--- src/common/daf_pkg.sv ---
/*
 * daf_pkg: constants and types for the dual converter output formatter.
 * assumes a 125 MHz core clock and an encode clock sampled as a pin.
 */
package daf_pkg;
  localparam int WORD_W      = 16;
  localparam int PAIR_W      = WORD_W / 2;
  localparam int PIPE_DEPTH  = 4;
  localparam int PHASE_W     = 2;
  localparam int CURR_W      = 3;
  localparam logic [CURR_W-1:0] CURR_DEFAULT = 3'h4;

  typedef enum logic [1:0] {
    DAF_MODE_FULL,
    DAF_MODE_DDR_SE,
    DAF_MODE_DDR_DIFF,
    DAF_MODE_RSVD
  } daf_mode_e;

  localparam logic STRAP_DDR_DIFF = 1'h1;
endpackage

--- src/rtl/daf_formatter.sv ---
/*
 * daf_formatter: output formatter of a two-channel sampled converter.
 * assumes both channel cores present a sample word and range flag on
 * the core clock, and that the encode clock is sampled as a pin.
 */
//
// Contract
// - one encode edge captures both channels
// - sixteen-bit words, bit 15 most significant
// - full rate: data change on falling clock
// - complement clock is always the inverse
// - full rate: each channel drives own flag
// - ddr single ended: two bits per pin
// - ddr: even bit while clock low
// - ddr: odd bit while clock high
// - ddr: data change on both clock edges
// - ddr shared flag: ch2 low, ch1 high
// - ddr differential: eight pairs per channel
// - differential: drive current and termination selectable
// - programmable clock phase delay versus data
// - range flag delayed like the data
// - strap config offers no ddr single ended
// - conversion starts on rising encode edge
`timescale 1ns/1ns
module daf_formatter
  import daf_pkg::*;
#(
  parameter int W     = daf_pkg::WORD_W,
  parameter int DEPTH = daf_pkg::PIPE_DEPTH
) (
  // clock and reset
  input  wire logic                          clk,
  input  wire logic                          rst,
  // encode clock pin
  input  wire logic                          sample_clock_true,
  // converter core samples
  input  wire logic [W-1:0]                  ch1_sample,
  input  wire logic [W-1:0]                  ch2_sample,
  input  wire logic                          ch1_over,
  input  wire logic                          ch2_over,
  // configuration
  input  wire logic                          config_source_select,
  input  wire daf_pkg::daf_mode_e            serial_mode,
  input  wire logic                          strap_mode,
  input  wire logic [daf_pkg::PHASE_W-1:0]   clock_phase_delay,
  input  wire logic [daf_pkg::CURR_W-1:0]    serial_drive_current,
  input  wire logic                          serial_term_enable,
  // full rate outputs
  output logic [W-1:0]                       ch1_word_out,
  output logic [W-1:0]                       ch2_word_out,
  output logic                               ch1_range_flag,
  output logic                               ch2_range_flag,
  // ddr outputs
  output logic [W/2-1:0]                     ch1_ddr_pair_out,
  output logic [W/2-1:0]                     ch2_ddr_pair_out,
  output logic                               shared_range_flag,
  // forwarded clock
  output logic                               fwd_clock_true,
  output logic                               fwd_clock_comp,
  // driver control and active mode
  output daf_pkg::daf_mode_e                 active_mode,
  output logic [daf_pkg::CURR_W-1:0]         drive_current,
  output logic                               term_enable,
  output logic                               diff_enable
);
  import daf_pkg::*;

  localparam int DW = W + 1;
  localparam int DLY_LEN = (1 << PHASE_W) - 1;

  logic enc_s;
  logic enc_d;
  logic next_enc_d;
  logic enc_rise;
  logic enc_fall;

  daf_sync u_enc_sync (
    .clk  (clk),
    .rst  (rst),
    .din  (sample_clock_true),
    .dout (enc_s)
  );

  // strap pins, two flops each
  logic strap_sel_s;
  logic strap_mode_s;

  daf_sync u_sel_sync (
    .clk  (clk),
    .rst  (rst),
    .din  (config_source_select),
    .dout (strap_sel_s)
  );

  daf_sync u_strap_sync (
    .clk  (clk),
    .rst  (rst),
    .din  (strap_mode),
    .dout (strap_mode_s)
  );

  // encode edges; one common capture for both channels
  assign enc_rise = enc_s & ~enc_d;
  assign enc_fall = ~enc_s & enc_d;

  // mode selection
  daf_mode_e mode_sel;
  daf_mode_e next_mode;
  logic [CURR_W-1:0] next_curr;
  logic next_term;
  logic next_diff;

  always_comb begin
    if (strap_sel_s) begin
      // strap: only full rate or differential ddr
      mode_sel = (strap_mode_s == STRAP_DDR_DIFF) ? DAF_MODE_DDR_DIFF : DAF_MODE_FULL;
    end else if (serial_mode == DAF_MODE_RSVD) begin
      mode_sel = DAF_MODE_FULL;
    end else begin
      mode_sel = serial_mode;
    end
    next_mode = active_mode;
    if (enc_rise) begin
      next_mode = mode_sel;
    end
    next_diff = (active_mode == DAF_MODE_DDR_DIFF);
    next_curr = strap_sel_s ? CURR_DEFAULT : serial_drive_current;
    next_term = ~strap_sel_s & serial_term_enable;
  end

  always_ff @(posedge clk or posedge rst) begin
    if (rst) begin
      active_mode   <= DAF_MODE_FULL;
      drive_current <= CURR_DEFAULT;
      term_enable   <= 1'h0;
      diff_enable   <= 1'h0;
    end else begin
      active_mode   <= next_mode;
      drive_current <= next_curr;
      term_enable   <= next_term;
      diff_enable   <= next_diff;
    end
  end

  // capture pipeline, flag travels with its word
  logic [DW-1:0] pipe1 [DEPTH];
  logic [DW-1:0] pipe2 [DEPTH];
  logic [DW-1:0] next_pipe1 [DEPTH];
  logic [DW-1:0] next_pipe2 [DEPTH];

  genvar gi;
  generate
    for (gi = 0; gi < DEPTH; gi++) begin : g_pipe
      if (gi == 0) begin : g_head
        always_comb begin
          next_pipe1[gi] = pipe1[gi];
          next_pipe2[gi] = pipe2[gi];
          if (enc_rise) begin
            next_pipe1[gi] = {ch1_over, ch1_sample};
            next_pipe2[gi] = {ch2_over, ch2_sample};
          end
        end
      end else begin : g_tail
        always_comb begin
          next_pipe1[gi] = pipe1[gi];
          next_pipe2[gi] = pipe2[gi];
          if (enc_rise) begin
            next_pipe1[gi] = pipe1[gi-1];
            next_pipe2[gi] = pipe2[gi-1];
          end
        end
      end
      always_ff @(posedge clk or posedge rst) begin
        if (rst) begin
          pipe1[gi] <= '0;
          pipe2[gi] <= '0;
        end else begin
          pipe1[gi] <= next_pipe1[gi];
          pipe2[gi] <= next_pipe2[gi];
        end
      end
    end
  endgenerate

  logic [DW-1:0] out1;
  logic [DW-1:0] out2;
  assign out1 = pipe1[DEPTH-1];
  assign out2 = pipe2[DEPTH-1];

  // even and odd halves of each word
  logic [W/2-1:0] even1;
  logic [W/2-1:0] odd1;
  logic [W/2-1:0] even2;
  logic [W/2-1:0] odd2;
  generate
    for (gi = 0; gi < W/2; gi++) begin : g_split
      assign even1[gi] = out1[2*gi];
      assign odd1[gi]  = out1[2*gi+1];
      assign even2[gi] = out2[2*gi];
      assign odd2[gi]  = out2[2*gi+1];
    end
  endgenerate

  // output clock phase: low half after encode rise, high after fall
  logic phase_hi;
  logic next_phase_hi;
  logic [DLY_LEN-1:0] dly_sr;
  logic [DLY_LEN-1:0] next_dly_sr;
  logic [W-1:0] next_w1;
  logic [W-1:0] next_w2;
  logic next_f1;
  logic next_f2;
  logic [W/2-1:0] next_p1;
  logic [W/2-1:0] next_p2;
  logic next_sf;
  logic next_clk_t;

  always_comb begin
    next_enc_d    = enc_s;
    next_phase_hi = phase_hi;
    if (enc_rise) begin
      next_phase_hi = 1'h0;
    end else if (enc_fall) begin
      next_phase_hi = 1'h1;
    end
    // delay line for the forwarded clock
    next_dly_sr = {dly_sr[DLY_LEN-2:0], next_phase_hi};
    if (clock_phase_delay == '0) begin
      next_clk_t = next_phase_hi;
    end else begin
      next_clk_t = dly_sr[clock_phase_delay - 1'b1];
    end
  end

  always_ff @(posedge clk or posedge rst) begin
    if (rst) begin
      enc_d          <= 1'h0;
      phase_hi       <= 1'h0;
      dly_sr         <= '0;
      fwd_clock_true <= 1'h0;
      fwd_clock_comp <= 1'h1;
    end else begin
      enc_d          <= next_enc_d;
      phase_hi       <= next_phase_hi;
      dly_sr         <= next_dly_sr;
      fwd_clock_true <= next_clk_t;
      fwd_clock_comp <= ~next_clk_t;
    end
  end

  // data pins, full rate or ddr by mode
  always_comb begin
    next_w1 = ch1_word_out;
    next_w2 = ch2_word_out;
    next_f1 = ch1_range_flag;
    next_f2 = ch2_range_flag;
    next_p1 = ch1_ddr_pair_out;
    next_p2 = ch2_ddr_pair_out;
    next_sf = shared_range_flag;
    if (active_mode == DAF_MODE_FULL) begin
      // word changes with the clock falling edge
      if (enc_rise) begin
        next_w1 = out1[W-1:0];
        next_w2 = out2[W-1:0];
        next_f1 = out1[W];
        next_f2 = out2[W];
      end
      next_p1 = '0;
      next_p2 = '0;
      next_sf = 1'h0;
    end else begin
      if (enc_rise) begin
        next_p1 = even1;
        next_p2 = even2;
        next_sf = out2[W];
      end else if (enc_fall) begin
        next_p1 = odd1;
        next_p2 = odd2;
        next_sf = out1[W];
      end
      next_w1 = '0;
      next_w2 = '0;
      next_f1 = 1'h0;
      next_f2 = 1'h0;
    end
  end

  always_ff @(posedge clk or posedge rst) begin
    if (rst) begin
      ch1_word_out      <= '0;
      ch2_word_out      <= '0;
      ch1_range_flag    <= 1'h0;
      ch2_range_flag    <= 1'h0;
      ch1_ddr_pair_out  <= '0;
      ch2_ddr_pair_out  <= '0;
      shared_range_flag <= 1'h0;
    end else begin
      ch1_word_out      <= next_w1;
      ch2_word_out      <= next_w2;
      ch1_range_flag    <= next_f1;
      ch2_range_flag    <= next_f2;
      ch1_ddr_pair_out  <= next_p1;
      ch2_ddr_pair_out  <= next_p2;
      shared_range_flag <= next_sf;
    end
  end
endmodule // daf_formatter

--- src/rtl/daf_sync.sv ---
/*
 * daf_sync: two-flop synchroniser for one level.
 * assumes the input is asynchronous to clk.
 */
`timescale 1ns/1ns
module daf_sync (
  // clock and reset
  input  wire logic clk,
  input  wire logic rst,
  // level
  input  wire logic din,
  output logic      dout
);
  logic stage1;
  logic next_stage1;
  logic next_dout;

  always_comb begin
    next_stage1 = din;
    next_dout   = stage1;
  end

  always_ff @(posedge clk or posedge rst) begin
    if (rst) begin
      stage1 <= 1'h0;
      dout   <= 1'h0;
    end else begin
      stage1 <= next_stage1;
      dout   <= next_dout;
    end
  end
endmodule // daf_sync

--- config.mk ---
export PLATFORM = sky130hd
export DESIGN_NAME = daf_formatter
export DESIGN_NICKNAME = d
export VERILOG_FILES = /design/src/common/daf_pkg.sv /design/src/rtl/daf_formatter.sv /design/src/rtl/daf_sync.sv
export SDC_FILE = /design/constraint.sdc
export NUM_CORES = 1
export LEC_CHECK = 0
export ABC_AREA = 1
export BUFFER_PORTS_ARGS = -buffer_cell sky130_fd_sc_hd__buf_2
export CORE_MARGIN = 1.5
export CORE_UTILIZATION = 30
export CTS_CLUSTER_DIAMETER = 60
export DETAILED_ROUTE_END_ITERATION = 7
export GPL_TIMING_DRIVEN = 0
export PLACE_DENSITY = 0.43
export SKIP_CTS_REPAIR_TIMING = 1
export SYNTH_ARGS = -nofsm -noshare
export SYNTH_HDL_FRONTEND = slang
export SYNTH_SLANG_ARGS = --single-unit
--- constraint.sdc ---
create_clock -name clk -period 10.1 [get_ports clk]
set_input_delay 1.515 -clock clk [delete_from_list [all_inputs] [get_ports clk]]
set_output_delay 1.515 -clock clk [all_outputs]
set_load 0.01 [all_outputs]
## After elaboration in Yosys (flattened, before gate mapping)

Index checks and enable logic that the tools add are counted.

| word-level totals | value |
|---|---|
| register bits after elaboration | 207 |
| output and inout port bits | 60 |
| input port bits | 47 |
| word-level logic and storage cells | 71 |

| operators by class | value |
|---|---|
| mux-type cells | 26 |
| magnitude comparators | 1 |
| bitwise operators | 7 |
| reductions and logical operators | 3 |
| equal/unequal tests | 3 |
| $add $sub $neg | 1 |

Operators by type and width:

| kind | number |
|---|---|
| $mux W16 | 4 |
| $mux W8 | 6 |
| $mux W1 | 11 |
| $mux W2 | 3 |
| $eq A2 B2 Y1 const B | 2 |
| $logic_not A2 Y1 | 2 |
| $not A1 Y1 | 4 |
| $and A1 B1 Y1 | 3 |
| $lt A2 B3 Y1 const B | 1 |
| $mux W3 | 1 |
| $reduce_bool A3 Y1 | 1 |
| $bmux W1 S2 | 1 |
| $ne A2 B2 Y1 const B | 1 |
| $sub A2 B1 Y2 const B | 1 |

## Depth between registers and ports, before layout

Gate-level depths: netlist of the first run.

| depth | value |
|---|---|
| word-level depth | 6 |
| mapped depth | 8 |
| gate-level depth less buffers | 7 |

## By module

A second synthesis of the first run with hierarchy kept.

| unflattened totals | value |
|---|---|
| cells, all modules | 813 |
| area total of the unflattened synthesis | 7,897.6 µm² |

Modules (own cells, without submodules):

| module | times used | sequential area each (µm²) | cells each | area each (µm²) |
|---|---|---|---|---|
| daf_formatter | 1 | 5,007.3 | 804 | 7,736.2 |
| daf_sync | 3 | 50.0 | 3 | 53.8 |

## Least setup slack after synthesis of the first run

No wires, ideal clock.

| path | value |
|---|---|
| path type | input-to-reg |
| start point | input clock_phase_delay[0] in the netlist's numbering |
| end point | register fwd_clock_true |
| data required time | 10,023 ps |
| cell stages on the path | 5 |
| setup slack | 7,940 ps |
| path buffers | 0 |
| data arrival time | 2,082 ps |
| library setup time | 77 ps |
| cells stage by stage | inv_1 -> ha_1 -> nor2_1 -> nor2_1 -> a21oi_1 |

| on the way | value |
|---|---|
| word-level cells in the longest chain between the ends | 4 |
| elaborated cells between the ends (all ways) | 5 |
| those cells by class | 1 x add/sub; 3 x mux; 1 x reduce/logical |

RTL lines:

| item | line | text |
|---|---|---|
| start, declared | daf_formatter.sv:45 | `input wire logic [daf_pkg::PHASE_W-1:0] clock_phase_delay,` |
| $sub A2 B1 Y2 | daf_formatter.sv:231 | `next_clk_t = dly_sr[clock_phase_delay - 1'b1];` |
| $bmux W1 S2 | daf_formatter.sv:231 |  |
| $mux W1 (implied by the code) | daf_formatter.sv:231 |  |
| $mux W1 (*) | daf_formatter.sv:228 | `if (clock_phase_delay == '0) begin` |
| via next_clk_t | daf_formatter.sv:216 | `logic next_clk_t;` |
| end signal, assigned | daf_formatter.sv:246 | `fwd_clock_true <= next_clk_t;` |
| end, declared | daf_formatter.sv:58 | `output logic fwd_clock_true,` |

The timed path passes the listed nets; every way through them passes the cells marked *. The select of a mux whose other input is x is not followed.
A chain may end at the register's enable or synchronous reset.

## Worst setup path in the final report of the first run

| path | value |
|---|---|
| start point | register active_mode[0] |
| end point | output active_mode[0] |

RTL lines:

| item | line | text |
|---|---|---|
| start, declared | daf_formatter.sv:61 | `output daf_pkg::daf_mode_e active_mode,` |
| start signal, assigned | daf_formatter.sv:138 | `active_mode <= next_mode;` |

No word-level cell between the ends.

==> results of run 1 <==
==> cell families after synthesis <==
group	after synthesis	share of synthesized area [%]
and+or+nand+nor	277	13.7
AOI/OAI and AO/OA	192	12.2
DFF	206	65.4
buffers and inverters	131	8.04
adders and majority gates	4	0.635
==> cells in the mapped netlist, drive strengths merged <==
master / number / area share [%]
clkbuf: 15 / 0.94
nand3: 18 / 1.1
o21ai: 155 / 9.8
dfrtp: 204 / 65
ha: 4 / 0.63
clkinv: 1 / 0.048
or2: 1 / 0.079
dfstp: 2 / 0.67
nand2: 247 / 12
buf: 30 / 3.0
inv: 85 / 4.0
a21oi: 37 / 2.4
nor2: 11 / 0.71
==> sequential cells by signal, indices dropped and copies added (netlist names), 2 cells and up <==
signal,count
dly_sr,3
active_mode,2
ch2_word_out,16
ch1_word_out,16
pipe1,51
out2,17
ch1_ddr_pair_out,8
ch2_ddr_pair_out,8
drive_current,3
pipe2,51
out1,17
==> metal layers <==
layer  track usage (%)  wire length [um]  up-vias
met3              2.10               863       27
met4              4.34               431        0
met5                 0                 0        -
met1              22.0             10000     2622
li1                  -                 -     2833
met2              23.1              8590      118
==> area by class of cell <==
class	count	area (um^2)
timing repair buffer	107	558
inverter	86	330
sequential	206	5160
clock buffer	33	673
multi-input combinational	473	2090
buffer	45	312
clock inverter	8	68.8
tap	335	419
fill	2682	16300
==> placed cells by master (no fill, tap or decap) <==
cell / netlist / routed
inv_2: 2 / 2
clkinv_4: 0 / 1
buf_16: 0 / 1
or2_2: 1 / 1
nor2_4: 2 / 2
o21ai_1: 9 / 9
a21oi_2: 1 / 1
nor2_1: 9 / 9
inv_1: 83 / 82
ha_1: 4 / 4
clkbuf_16: 0 / 23
clkbuf_1: 8 / 12
clkinv_2: 0 / 6
nand2_1: 247 / 247
dfrtp_1: 204 / 204
clkbuf_2: 6 / 6
buf_6: 12 / 12
a21oi_1: 36 / 36
bufinv_16: 0 / 1
o21ai_0: 146 / 146
clkbuf_8: 1 / 7
inv_8: 0 / 1
dfstp_2: 2 / 2
clkinv_1: 1 / 1
nand3_1: 18 / 18
buf_2: 13 / 119
buf_4: 5 / 5
==> final timing paths <==
check                                      from                   to  slack, ns  cells after the start
setup / recovery                 active_mode[0]       active_mode[0]       7.46                      1
hold / removal             u_enc_sync.next_dout      u_enc_sync.dout       0.35                      0
setup reg to reg                u_enc_sync.dout  ch1_ddr_pair_out[7]       8.23                      6
hold reg to reg            u_enc_sync.next_dout      u_enc_sync.dout       0.35                      0
max in group asynchronous                   rst            pipe2[19]       7.98                      3
min in group asynchronous                   rst            dly_sr[2]       1.16                      2
==> through the flow <==
step	setup WS [ns]	power, mW	hold WS, ns	cells
global route	7.43	2.19	0.371	1293
finish	7.46	2.08	0.350	1293
detailed placement	7.38	1.28	0.343	1252
CTS	7.44	2.11	0.356	1293
global placement	0.203	1.28	0.334	1251
floorplan	2.96	1.17	0.331	810
==> power groups by stage <==
stage | clock [mW] | sequential, mW | combinational (mW)
5_1_grt | 0.872 | 1.01 | 0.308
4_1_cts | 0.842 | 0.997 | 0.271
3_5_place_dp | 0 | 1.01 | 0.270
2_1_floorplan | 0 | 1.01 | 0.158
3_3_place_gp | 0 | 1.01 | 0.265
6_report | 0.817 | 0.997 | 0.264
==> flow_summary_export.csv, run 1 <==
group,metric,value,unit
logic_synthesis,ys_seq_area_share,65.4,%
floorplanning,start_util,30.4,%
setup_path,max_stage_delay,0.46,ns
finish,nets,993,
detailed_routing,drtIter0Drc,289,
floorplanning,die-height,165,um
placed_design,gp_routability_congestion,0.777,
finish,areaGrowthSynthToFinish,21.9,%
power_and_ir_drop,p_sw_share,26.8,%
detailed_routing,wl,19900,um
floorplanning,coreArea,0.0259,mm^2
clock_tree,htreeDepth,1,
power_and_ir_drop,p_leak,4.85,nW
setup_path,critPathLaunchType,"register",
grt,grt_pass1_wl,31800,um
sta,max_freq,378,MHz
power_and_ir_drop,p_int,1.52,mW
grt,globalRouteTotalUtil,15.0,%
setup_path,path_buf_inv,1,
sta,tightest_slew,0.842,ns
clock_tree,numCtsBuffers,23,
setup_path,worstSetupEndpointType,"output port",
setup_path,crit_arrival,1.13,ns
sta,skew,0.00880,ns
floorplanning,die_area,0.0273,mm^2
power_and_ir_drop,p_sw,0.556,mW
clock_tree,path_clk_slew,0.06,ns
setup_path,crit_required,8.59,ns
sta,max-slew-margin-rel,43.9,%
power_and_ir_drop,seqPwrFrac,48.0,%
detailed_routing,detail_route.first_pass.iterations,5,
clock_tree,insertion_delay,0.50,ns
logic_synthesis,avgSynthCellArea,9.74,um^2
grt,grt_pass1_vias,5672,
worst_hold_path,hold_class,"register to register",
detailed_routing,routedWlPerCell,15.4,um
sta,fin_tns_setup,0,ns
finish,drive_gt1_share,19.8,%
flow_run,drv_cap,0,
placed_design,dpl.hpwl,14000,um
power_and_ir_drop,power_density,216,mW/mm^2
setup_path,cpLargestDelayFamily,"flip-flops",
sta,rsz0062_at_grt,"no",
finish,design_area,0.00961,mm^2
logic_synthesis,synth_area,0.00789,mm^2
logic_synthesis,synth_warnings,0,
power_and_ir_drop,p_clk_share,39.3,%
logic_synthesis,ys_types,21,
sta,slew_violations,0,
power_and_ir_drop,combPwrFrac,12.7,%
setup_path,cp_max_fo,4,
logic_synthesis,syn-instance-count,810,
sta,setup_violations,0,
grt,grt_max_degree,117,
finish,final_core_util,37.1,%
detailed_routing,route.detailed.drc,0,
sta,period_share,26.2,%
sta,final_hold_viol_count,0,
floorplanning,rows,59,
logic_synthesis,syn_nets,861,
detailed_routing,ant_nets,0,
detailed_routing,vias_per_cell,4.33,
placed_design,port_buffers,106,
power_and_ir_drop,vdd_drop_max,102,uV
finish,antenna_cells,0,
grt,overflow,0,
clock_tree,root_buffer,"clkbuf_16",
setup_path,crit_type,"register to output port",
clock_tree,clock_path_buffers,3,
placed_design,placed_area,0.00887,mm^2
setup_path,crit_chain,"buf_2",
clock_tree,cts_sinks,206,
floorplanning,ios,107,
grt,grt_antenna_before_repair,0,
logic_synthesis,ys_ff_latch,206,
detailed_routing,vias,5600,
run_status,status,"finished clean",
floorplanning,chipWidth,165,um
clock_tree,cts_tree,"built",
setup_path,crit_slowest_cell,"dfrtp_1",
sta,layout_min_cycle_time,2.64,ns
Power figures use the tool's default switching activity.
==> inputs of run 2 (changes only) <==
ABC_AREA = 0   (was 1)
PLACE_DENSITY = 0.45   (was 0.43)
clock period = 2.1 ns   (was 10.1 ns; I/O delays follow)
==> run 2 against run 1 <==
Largest cell class unchanged. Final cell count fell by 21%. Critical endpoint is now ch1_ddr_pair_out[4]. Design area grew 3.5%. Utilization is essentially flat. Critical path type is now register to register. Sequential cell count unchanged.
==> flow_summary_export.csv, run 2 <==
group,metric,value,unit
placed_design,gp_routability_congestion,0.712,
floorplanning,coreArea,0.0268,mm^2
flow_run,drv_cap,0,
floorplanning,rows,60,
logic_synthesis,synth_top_area_share,62.6,%
grt,grt_antenna_before_repair,0,
placed_design,port_buffers,106,
clock_tree,insertion_delay,0.49,ns
setup_path,cpMostUsedCell,"inv_1",
logic_synthesis,avgSynthCellArea,15.6,um^2
power_and_ir_drop,power_density,1130,mW/mm^2
finish,nFillCells,2532,
finish,final_common_cell,"dfrtp_1",
detailed_routing,wl,17300,um
logic_synthesis,synth_top_family_by_area,"multiplexers",
setup_path,crit_required,2.52,ns
floorplanning,chipWidth,168,um
logic_synthesis,synth.area.top_cells,"dfrtp_1, mux2_4, mux2_2",
sta,skew,0.00859,ns
grt,overflow,0,
grt,grt_pass1_vias,4815,
power_and_ir_drop,p_leak,4.70,nW
finish,nets,715,
clock_tree,numCtsBuffers,23,
grt,grt_max_degree,44,
floorplanning,die_area,0.0282,mm^2
detailed_routing,ant_nets,0,
placed_design,dpl.cell_count,976,
placed_design,dpl.hpwl,12400,um
sta,tightest_slew,0.642,ns
setup_path,crit_chain,"inv_1, ha_1, inv_1, clkbuf_1, o21ai_0, a21oi_1",
finish,areaGrowthSynthToFinish,22.0,%
finish,drive_gt1_share,45.4,%
logic_synthesis,yosysMostFrequentCell,"dfrtp_1",
detailed_routing,vias_per_cell,4.41,
logic_synthesis,synth_compound_area_share,2.76,%
finish,regArea,0.00516,mm^2
finish,multiInputGateArea,0.00275,mm^2
detailed_routing,detail_route.first_pass.iterations,4,
detailed_routing,vias,4490,
setup_path,cpLargestDelayFamily,"buffers and inverters",
sta,max-slew-margin-rel,57.1,%
sta,holdWs,0.00569,ns
finish,design_area,0.00995,mm^2
setup_path,crit_arrival,2.23,ns
sta,slew_violations,0,
sta,setup_violations,0,
logic_synthesis,synth_area,0.00815,mm^2
floorplanning,ios,107,
logic_synthesis,ys.flop_type,"dfrtp_1",
logic_synthesis,synthXorXnorAreaFrac,0,%
finish,reg_top3,"pipe1 x51, pipe2 x51",
floorplanning,die-height,168,um
logic_synthesis,ys_seq_area_share,63.2,%
logic_synthesis,async_flop_share,100,%
logic_synthesis,syn-instance-count,524,
detailed_routing,route.detailed.drc,0,
clock_tree,htreeDepth,1,
sta,max_freq,552,MHz
logic_synthesis,synth_fa_ha_area_share,0.614,%
run_status,status,"finished clean",
detailed_routing,drtIter0Drc,126,
clock_tree,root_buffer,"clkbuf_16",
logic_synthesis,netlist_top_cells_count,"dfrtp_1, mux2_2, mux2_4, mux2i_1, nor2_1",
setup_path,crit_slowest_cell,"dfrtp_1",
setup_path,crit_type,"register to register",
placed_design,placed_area,0.00922,mm^2
logic_synthesis,ys_ff_latch,206,
logic_synthesis,synth_edf_count,0,
grt,globalRouteTotalUtil,12.5,%
finish,final_cell_mix,"dfrtp_1, buf_2, mux2_2, mux2_4, mux2i_1",
sta,period_share,86.2,%
logic_synthesis,synth_mux_area_share,27.7,%
logic_synthesis,syn_nets,575,
setup_path,max_stage_delay,0.41,ns
clock_tree,path_clk_slew,0.06,ns
sta,rsz0062_at_grt,"no",
detailed_routing,routedWlPerCell,17.0,um
grt,grt_pass1_wl,27700,um
setup_path,cp_max_fo,10,
setup_path,worstSetupEndpointType,"register",
sta,layout_min_cycle_time,1.81,ns
logic_synthesis,synth_top_cell_by_area,"dfrtp_1",
finish,antenna_cells,0,
sta,final_hold_viol_count,0,
logic_synthesis,synth-simple-area-share,2.62,%
setup_path,critPathLaunchType,"register",
power_and_ir_drop,vdd_drop_max,520,uV
logic_synthesis,ys_types,26,
clock_tree,clock_path_buffers,3,
floorplanning,start_util,30.4,%
clock_tree,cts_tree,"built",
setup_path,path_buf_inv,3,
logic_synthesis,synth_warnings,0,
finish,fin_cells,1019,
worst_hold_path,hold_class,"input pin to register",
clock_tree,cts_sinks,206,
-- run 2: final timing paths --
check | from | depth (start not counted) | slack [ns] | endpoint
max | u_enc_sync.dout | 6 | 0.29 | ch1_ddr_pair_out[4]
min | serial_drive_current[2] | 2 | 0.006 | drive_current[2]
max reg2reg | u_enc_sync.dout | 6 | 0.29 | ch1_ddr_pair_out[4]
min reg2reg | u_enc_sync.next_dout | 0 | 0.35 | u_enc_sync.dout
max in group asynchronous | rst | 5 | 0.80 | pipe1[24]
min in group asynchronous | rst | 3 | 0.46 | drive_current[0]
-- run 2: kinds of logic (layout without fill, tap and decap cells) --
kind of cell / count (synthesis) / count (layout)
flops: 206 / 206
mux: 185 / 185
simple gates: 50 / 50
compound gates: 41 / 41
buf+inv: 38 / 192
fa+ha+maj: 4 / 4
-- run 2: layout make-up --
type                    instances  share of cell area [%]
plain buffers                  31                    2.20
clock buffers                  36                    6.78
clock inverters                 3                   0.214
inverters                       7                   0.302
multi-input cells             280                    27.6
flip-flops and latches        206                    51.8
well taps                     341                    4.29
repair buffers                115                    6.74
-- run 2: worst register-to-register path, cell delays in order, from the launching register on --
cell and delay, ns:
dfrtp_1 0.41, inv_1 0.06, ha_1 0.37, inv_1 0.16
clkbuf_1 0.40, o21ai_0 0.19, a21oi_1 0.15
-- run 2: power by group --
| part | switching [mW] | leakage (nW) | internal, mW |
|---|---|---|---|
| logic | 0.778 | 1.84 | 1.22 |
| clock network | 1.53 | 0.337 | 2.19 |
| registers | 0.623 | 2.52 | 4.90 |
-- run 2: metrics by stage --
stage	utilization [%]	setup TNS (ns)	power [mW]	setup slack, ns
final	37.1	0	11.2	0.290
after global routing	37.1	0	11.9	0.150
after CTS	37.0	0	11.4	0.290
after detailed placement	34.4	0	7.63	0.303
after global placement	34.0	-418.60	7.54	-2.06
after floorplan	-	-181.07	6.90	-0.886
-- run 2: routing by layer --
layer / vias up / track usage [%] / wire length, um
li1: 2112 / - / -
met1: 2282 / 15.9 / 7590
met2: 65 / 21.4 / 8530
met3: 31 / 2.63 / 787
met4: 0 / 3.76 / 361
met5: - / 0 / 0
==> inputs of run 3 (changes only) <==
SYNTH_HIERARCHICAL = 1   (was unset)
==> run 3 against run 2 <==
Power is 7.0% higher. Final cell count is 1.1% higher. Synthesized cell count grew 0.57%. Register-to-register slack about the same. Die area is 0.14% higher. Critical endpoint is now ch2_ddr_pair_out[4]. Largest cell class unchanged. Highest routed layer unchanged.
==> flow_summary_export.csv, run 3 <==
group,metric,value,unit
run_status,status,"finished clean",
power_and_ir_drop,total_power,12.0,mW
setup_path,worstSetupEndpointType,"register",
sta,max-slew-margin-rel,49.8,%
finish,reg_top3,"pipe1 x51, pipe2 x51",
grt,grt_antenna_before_repair,0,
detailed_routing,ant_nets,0,
placed_design,port_buffers,106,
logic_synthesis,syn_nets,578,
grt,grt_max_degree,41,
clock_tree,path_clk_slew,0.06,ns
sta,max_freq,551,MHz
clock_tree,root_buffer,"clkbuf_16",
floorplanning,rows,60,
detailed_routing,route.detailed.drc,0,
sta,layout_min_cycle_time,1.81,ns
floorplanning,coreArea,0.0268,mm^2
setup_path,crit_required,2.47,ns
sta,final_hold_viol_count,0,
floorplanning,die-height,168,um
sta,tightest_slew,0.752,ns
clock_tree,cts_tree,"built",
logic_synthesis,synth_warnings,6,
sta,setup_violations,0,
placed_design,dpl.hpwl,12500,um
clock_tree,insertion_delay,0.52,ns
logic_synthesis,syn-instance-count,527,
floorplanning,start_util,30.5,%
grt,globalRouteTotalUtil,12.8,%
logic_synthesis,async_flop_share,100,%
finish,antenna_cells,0,
logic_synthesis,synth_edf_count,0,
power_and_ir_drop,vdd_drop_max,485,uV
floorplanning,ios,107,
sta,skew,0.0107,ns
clock_tree,clock_path_buffers,3,
finish,final_cell_mix,"dfrtp_1, buf_2, mux2_2, mux2_4, mux2i_1",
worst_hold_path,hold_class,"input pin to register",
placed_design,place_ws,0.284,ns
logic_synthesis,ys.flop_type,"dfrtp_1",
sta,period_share,86.4,%
setup_path,crit_type,"register to register",
logic_synthesis,synth_top_area_share,62.5,%
finish,areaGrowthSynthToFinish,24.4,%
finish,nets,721,
detailed_routing,vias_per_cell,4.40,
logic_synthesis,netlist_top_cells_count,"dfrtp_1, mux2_2, mux2_4, mux2i_1, nor2_1",
setup_path,crit_arrival,2.18,ns
clock_tree,htreeDepth,1,
finish,drive_gt1_share,46.4,%
logic_synthesis,yosysMostFrequentCell,"dfrtp_1",
grt,overflow,0,
logic_synthesis,synth_area,0.00817,mm^2
logic_synthesis,ys_seq_area_share,63.2,%
power_and_ir_drop,p_leak,4.82,nW
logic_synthesis,synth.area.top_cells,"dfrtp_1, mux2_4, mux2_2",
detailed_routing,drtIter0Drc,125,
worst_hold_path,holdCritStartpoint,"ch1_sample[2]",
detailed_routing,vias,4534,
finish,final_common_cell,"dfrtp_1",
setup_path,cp_max_fo,10,
detailed_routing,routedWlPerCell,17.0,um
power_and_ir_drop,power_density,1180,mW/mm^2
logic_synthesis,synth_top_cell_by_area,"dfrtp_1",
detailed_routing,wl,17500,um
sta,rsz0062_at_grt,"no",
logic_synthesis,ys_ff_latch,206,
finish,nFillCells,2536,
clock_tree,cts_sinks,206,
flow_run,drv_cap,0,
grt,grt_pass1_vias,4990,
floorplanning,die_area,0.0282,mm^2
logic_synthesis,avgSynthCellArea,15.5,um^2
sta,finalWorstSetupSlack,0.285,ns
sta,slew_violations,0,
setup_path,startpoint,"u_enc_sync/dout",
grt,grt_pass1_wl,28100,um
clock_tree,numCtsBuffers,25,
setup_path,timing.rr.start,"u_enc_sync/dout",
logic_synthesis,ys_types,26,
floorplanning,chipWidth,168,um
detailed_routing,detail_route.first_pass.iterations,4,
setup_path,critPathLaunchType,"register",
placed_design,gp_routability_congestion,0.723,
==> run 3: cell types whose count changed in the layout (fill, tap and decap cells not counted), moves of 2 or more <==
cell       delta
bufinv_16     +4
clkbuf_1      -5
clkinv_2      +5
clkbuf_16     +2
inv_1         +3
==> run 3: logic make-up after synthesis <==
logic type,count (synthesis),synth area share [%]
AND/OR/NAND/NOR,50,2.62
adder cells (fa/ha/maj),4,0.613
buffers and inverters,41,3.14
multiplexers,185,27.7
AO/OA/AOI/OAI,41,2.76
flip-flops,206,63.2
==> run 3: cell type report <==
type | count | area, um^2 | share of cell area [%]
Timing Repair Buffer | 116 | 681 | 6.70
Clock buffer | 33 | 706 | 6.95
Tap cell | 341 | 427 | 4.20
Buffer | 31 | 219 | 2.16
Multi-Input combinational cell | 280 | 2750 | 27.1
Inverter | 10 | 41.3 | 0.407
Clock inverter | 13 | 175 | 1.72
Sequential cell | 206 | 5160 | 50.8
==> run 3: path summary, 6_finish.rpt <==
path | slack, ns | depth (start not counted) | end
setup reg to reg | 0.29 | 5 | ch2_ddr_pair_out[4]
min in group asynchronous | 0.24 | 3 | u_enc_sync/next_dout
hold reg to reg | 0.35 | 0 | u_strap_sync/dout
max in group asynchronous | 0.46 | 6 | pipe1[60]
hold / removal | 0.03 | 2 | pipe1[53]
setup / recovery | 0.29 | 5 | ch2_ddr_pair_out[4]
==> run 3: layer usage <==
metal	share of wire [%]	track usage, %	vias to the layer above	wire length (um)
li1	-	-	2117	-
met1	42	15.5	2314	7400
met2	51	22.6	76	8920
met3	5.0	3.03	27	871
met4	2.0	3.76	0	358
met5	0	0	-	0
==> run 3: where the power goes <==
| part | internal, mW | switching, mW | total [mW] | leakage, nW |
|---|---|---|---|---|
| logic | 1.23 | 0.762 | 1.99 | 1.86 |
| registers | 4.90 | 0.647 | 5.55 | 2.52 |
| clock network | 2.85 | 1.65 | 4.50 | 0.436 |
| total | 8.98 | 3.06 | 12.0 | 4.82 |
==> run 3: critical path, cell delays in order, from the launching register on <==
cell      delay [ns]
dfrtp_1         0.43
inv_1           0.06
ha_1            0.37
inv_1           0.15
clkbuf_1        0.51
a21oi_1         0.14
==> run 3: per-stage QoR <==
stage / TNS, ns / utilization, % / area (um^2) / instances / hold slack, ns
after CTS: 0 / 37.7 / 10100 / 1025 / -0.334
after floorplan: -159.02 / - / 8170 / 527 / 0.0562
after global placement: -397.82 / 34.1 / 9130 / 974 / 0.209
after detailed placement: 0 / 34.4 / 9230 / 979 / 0.216
final: 0 / 37.9 / 10200 / 1030 / 0.0270
after global routing: 0 / 37.9 / 10200 / 1030 / 0.00316
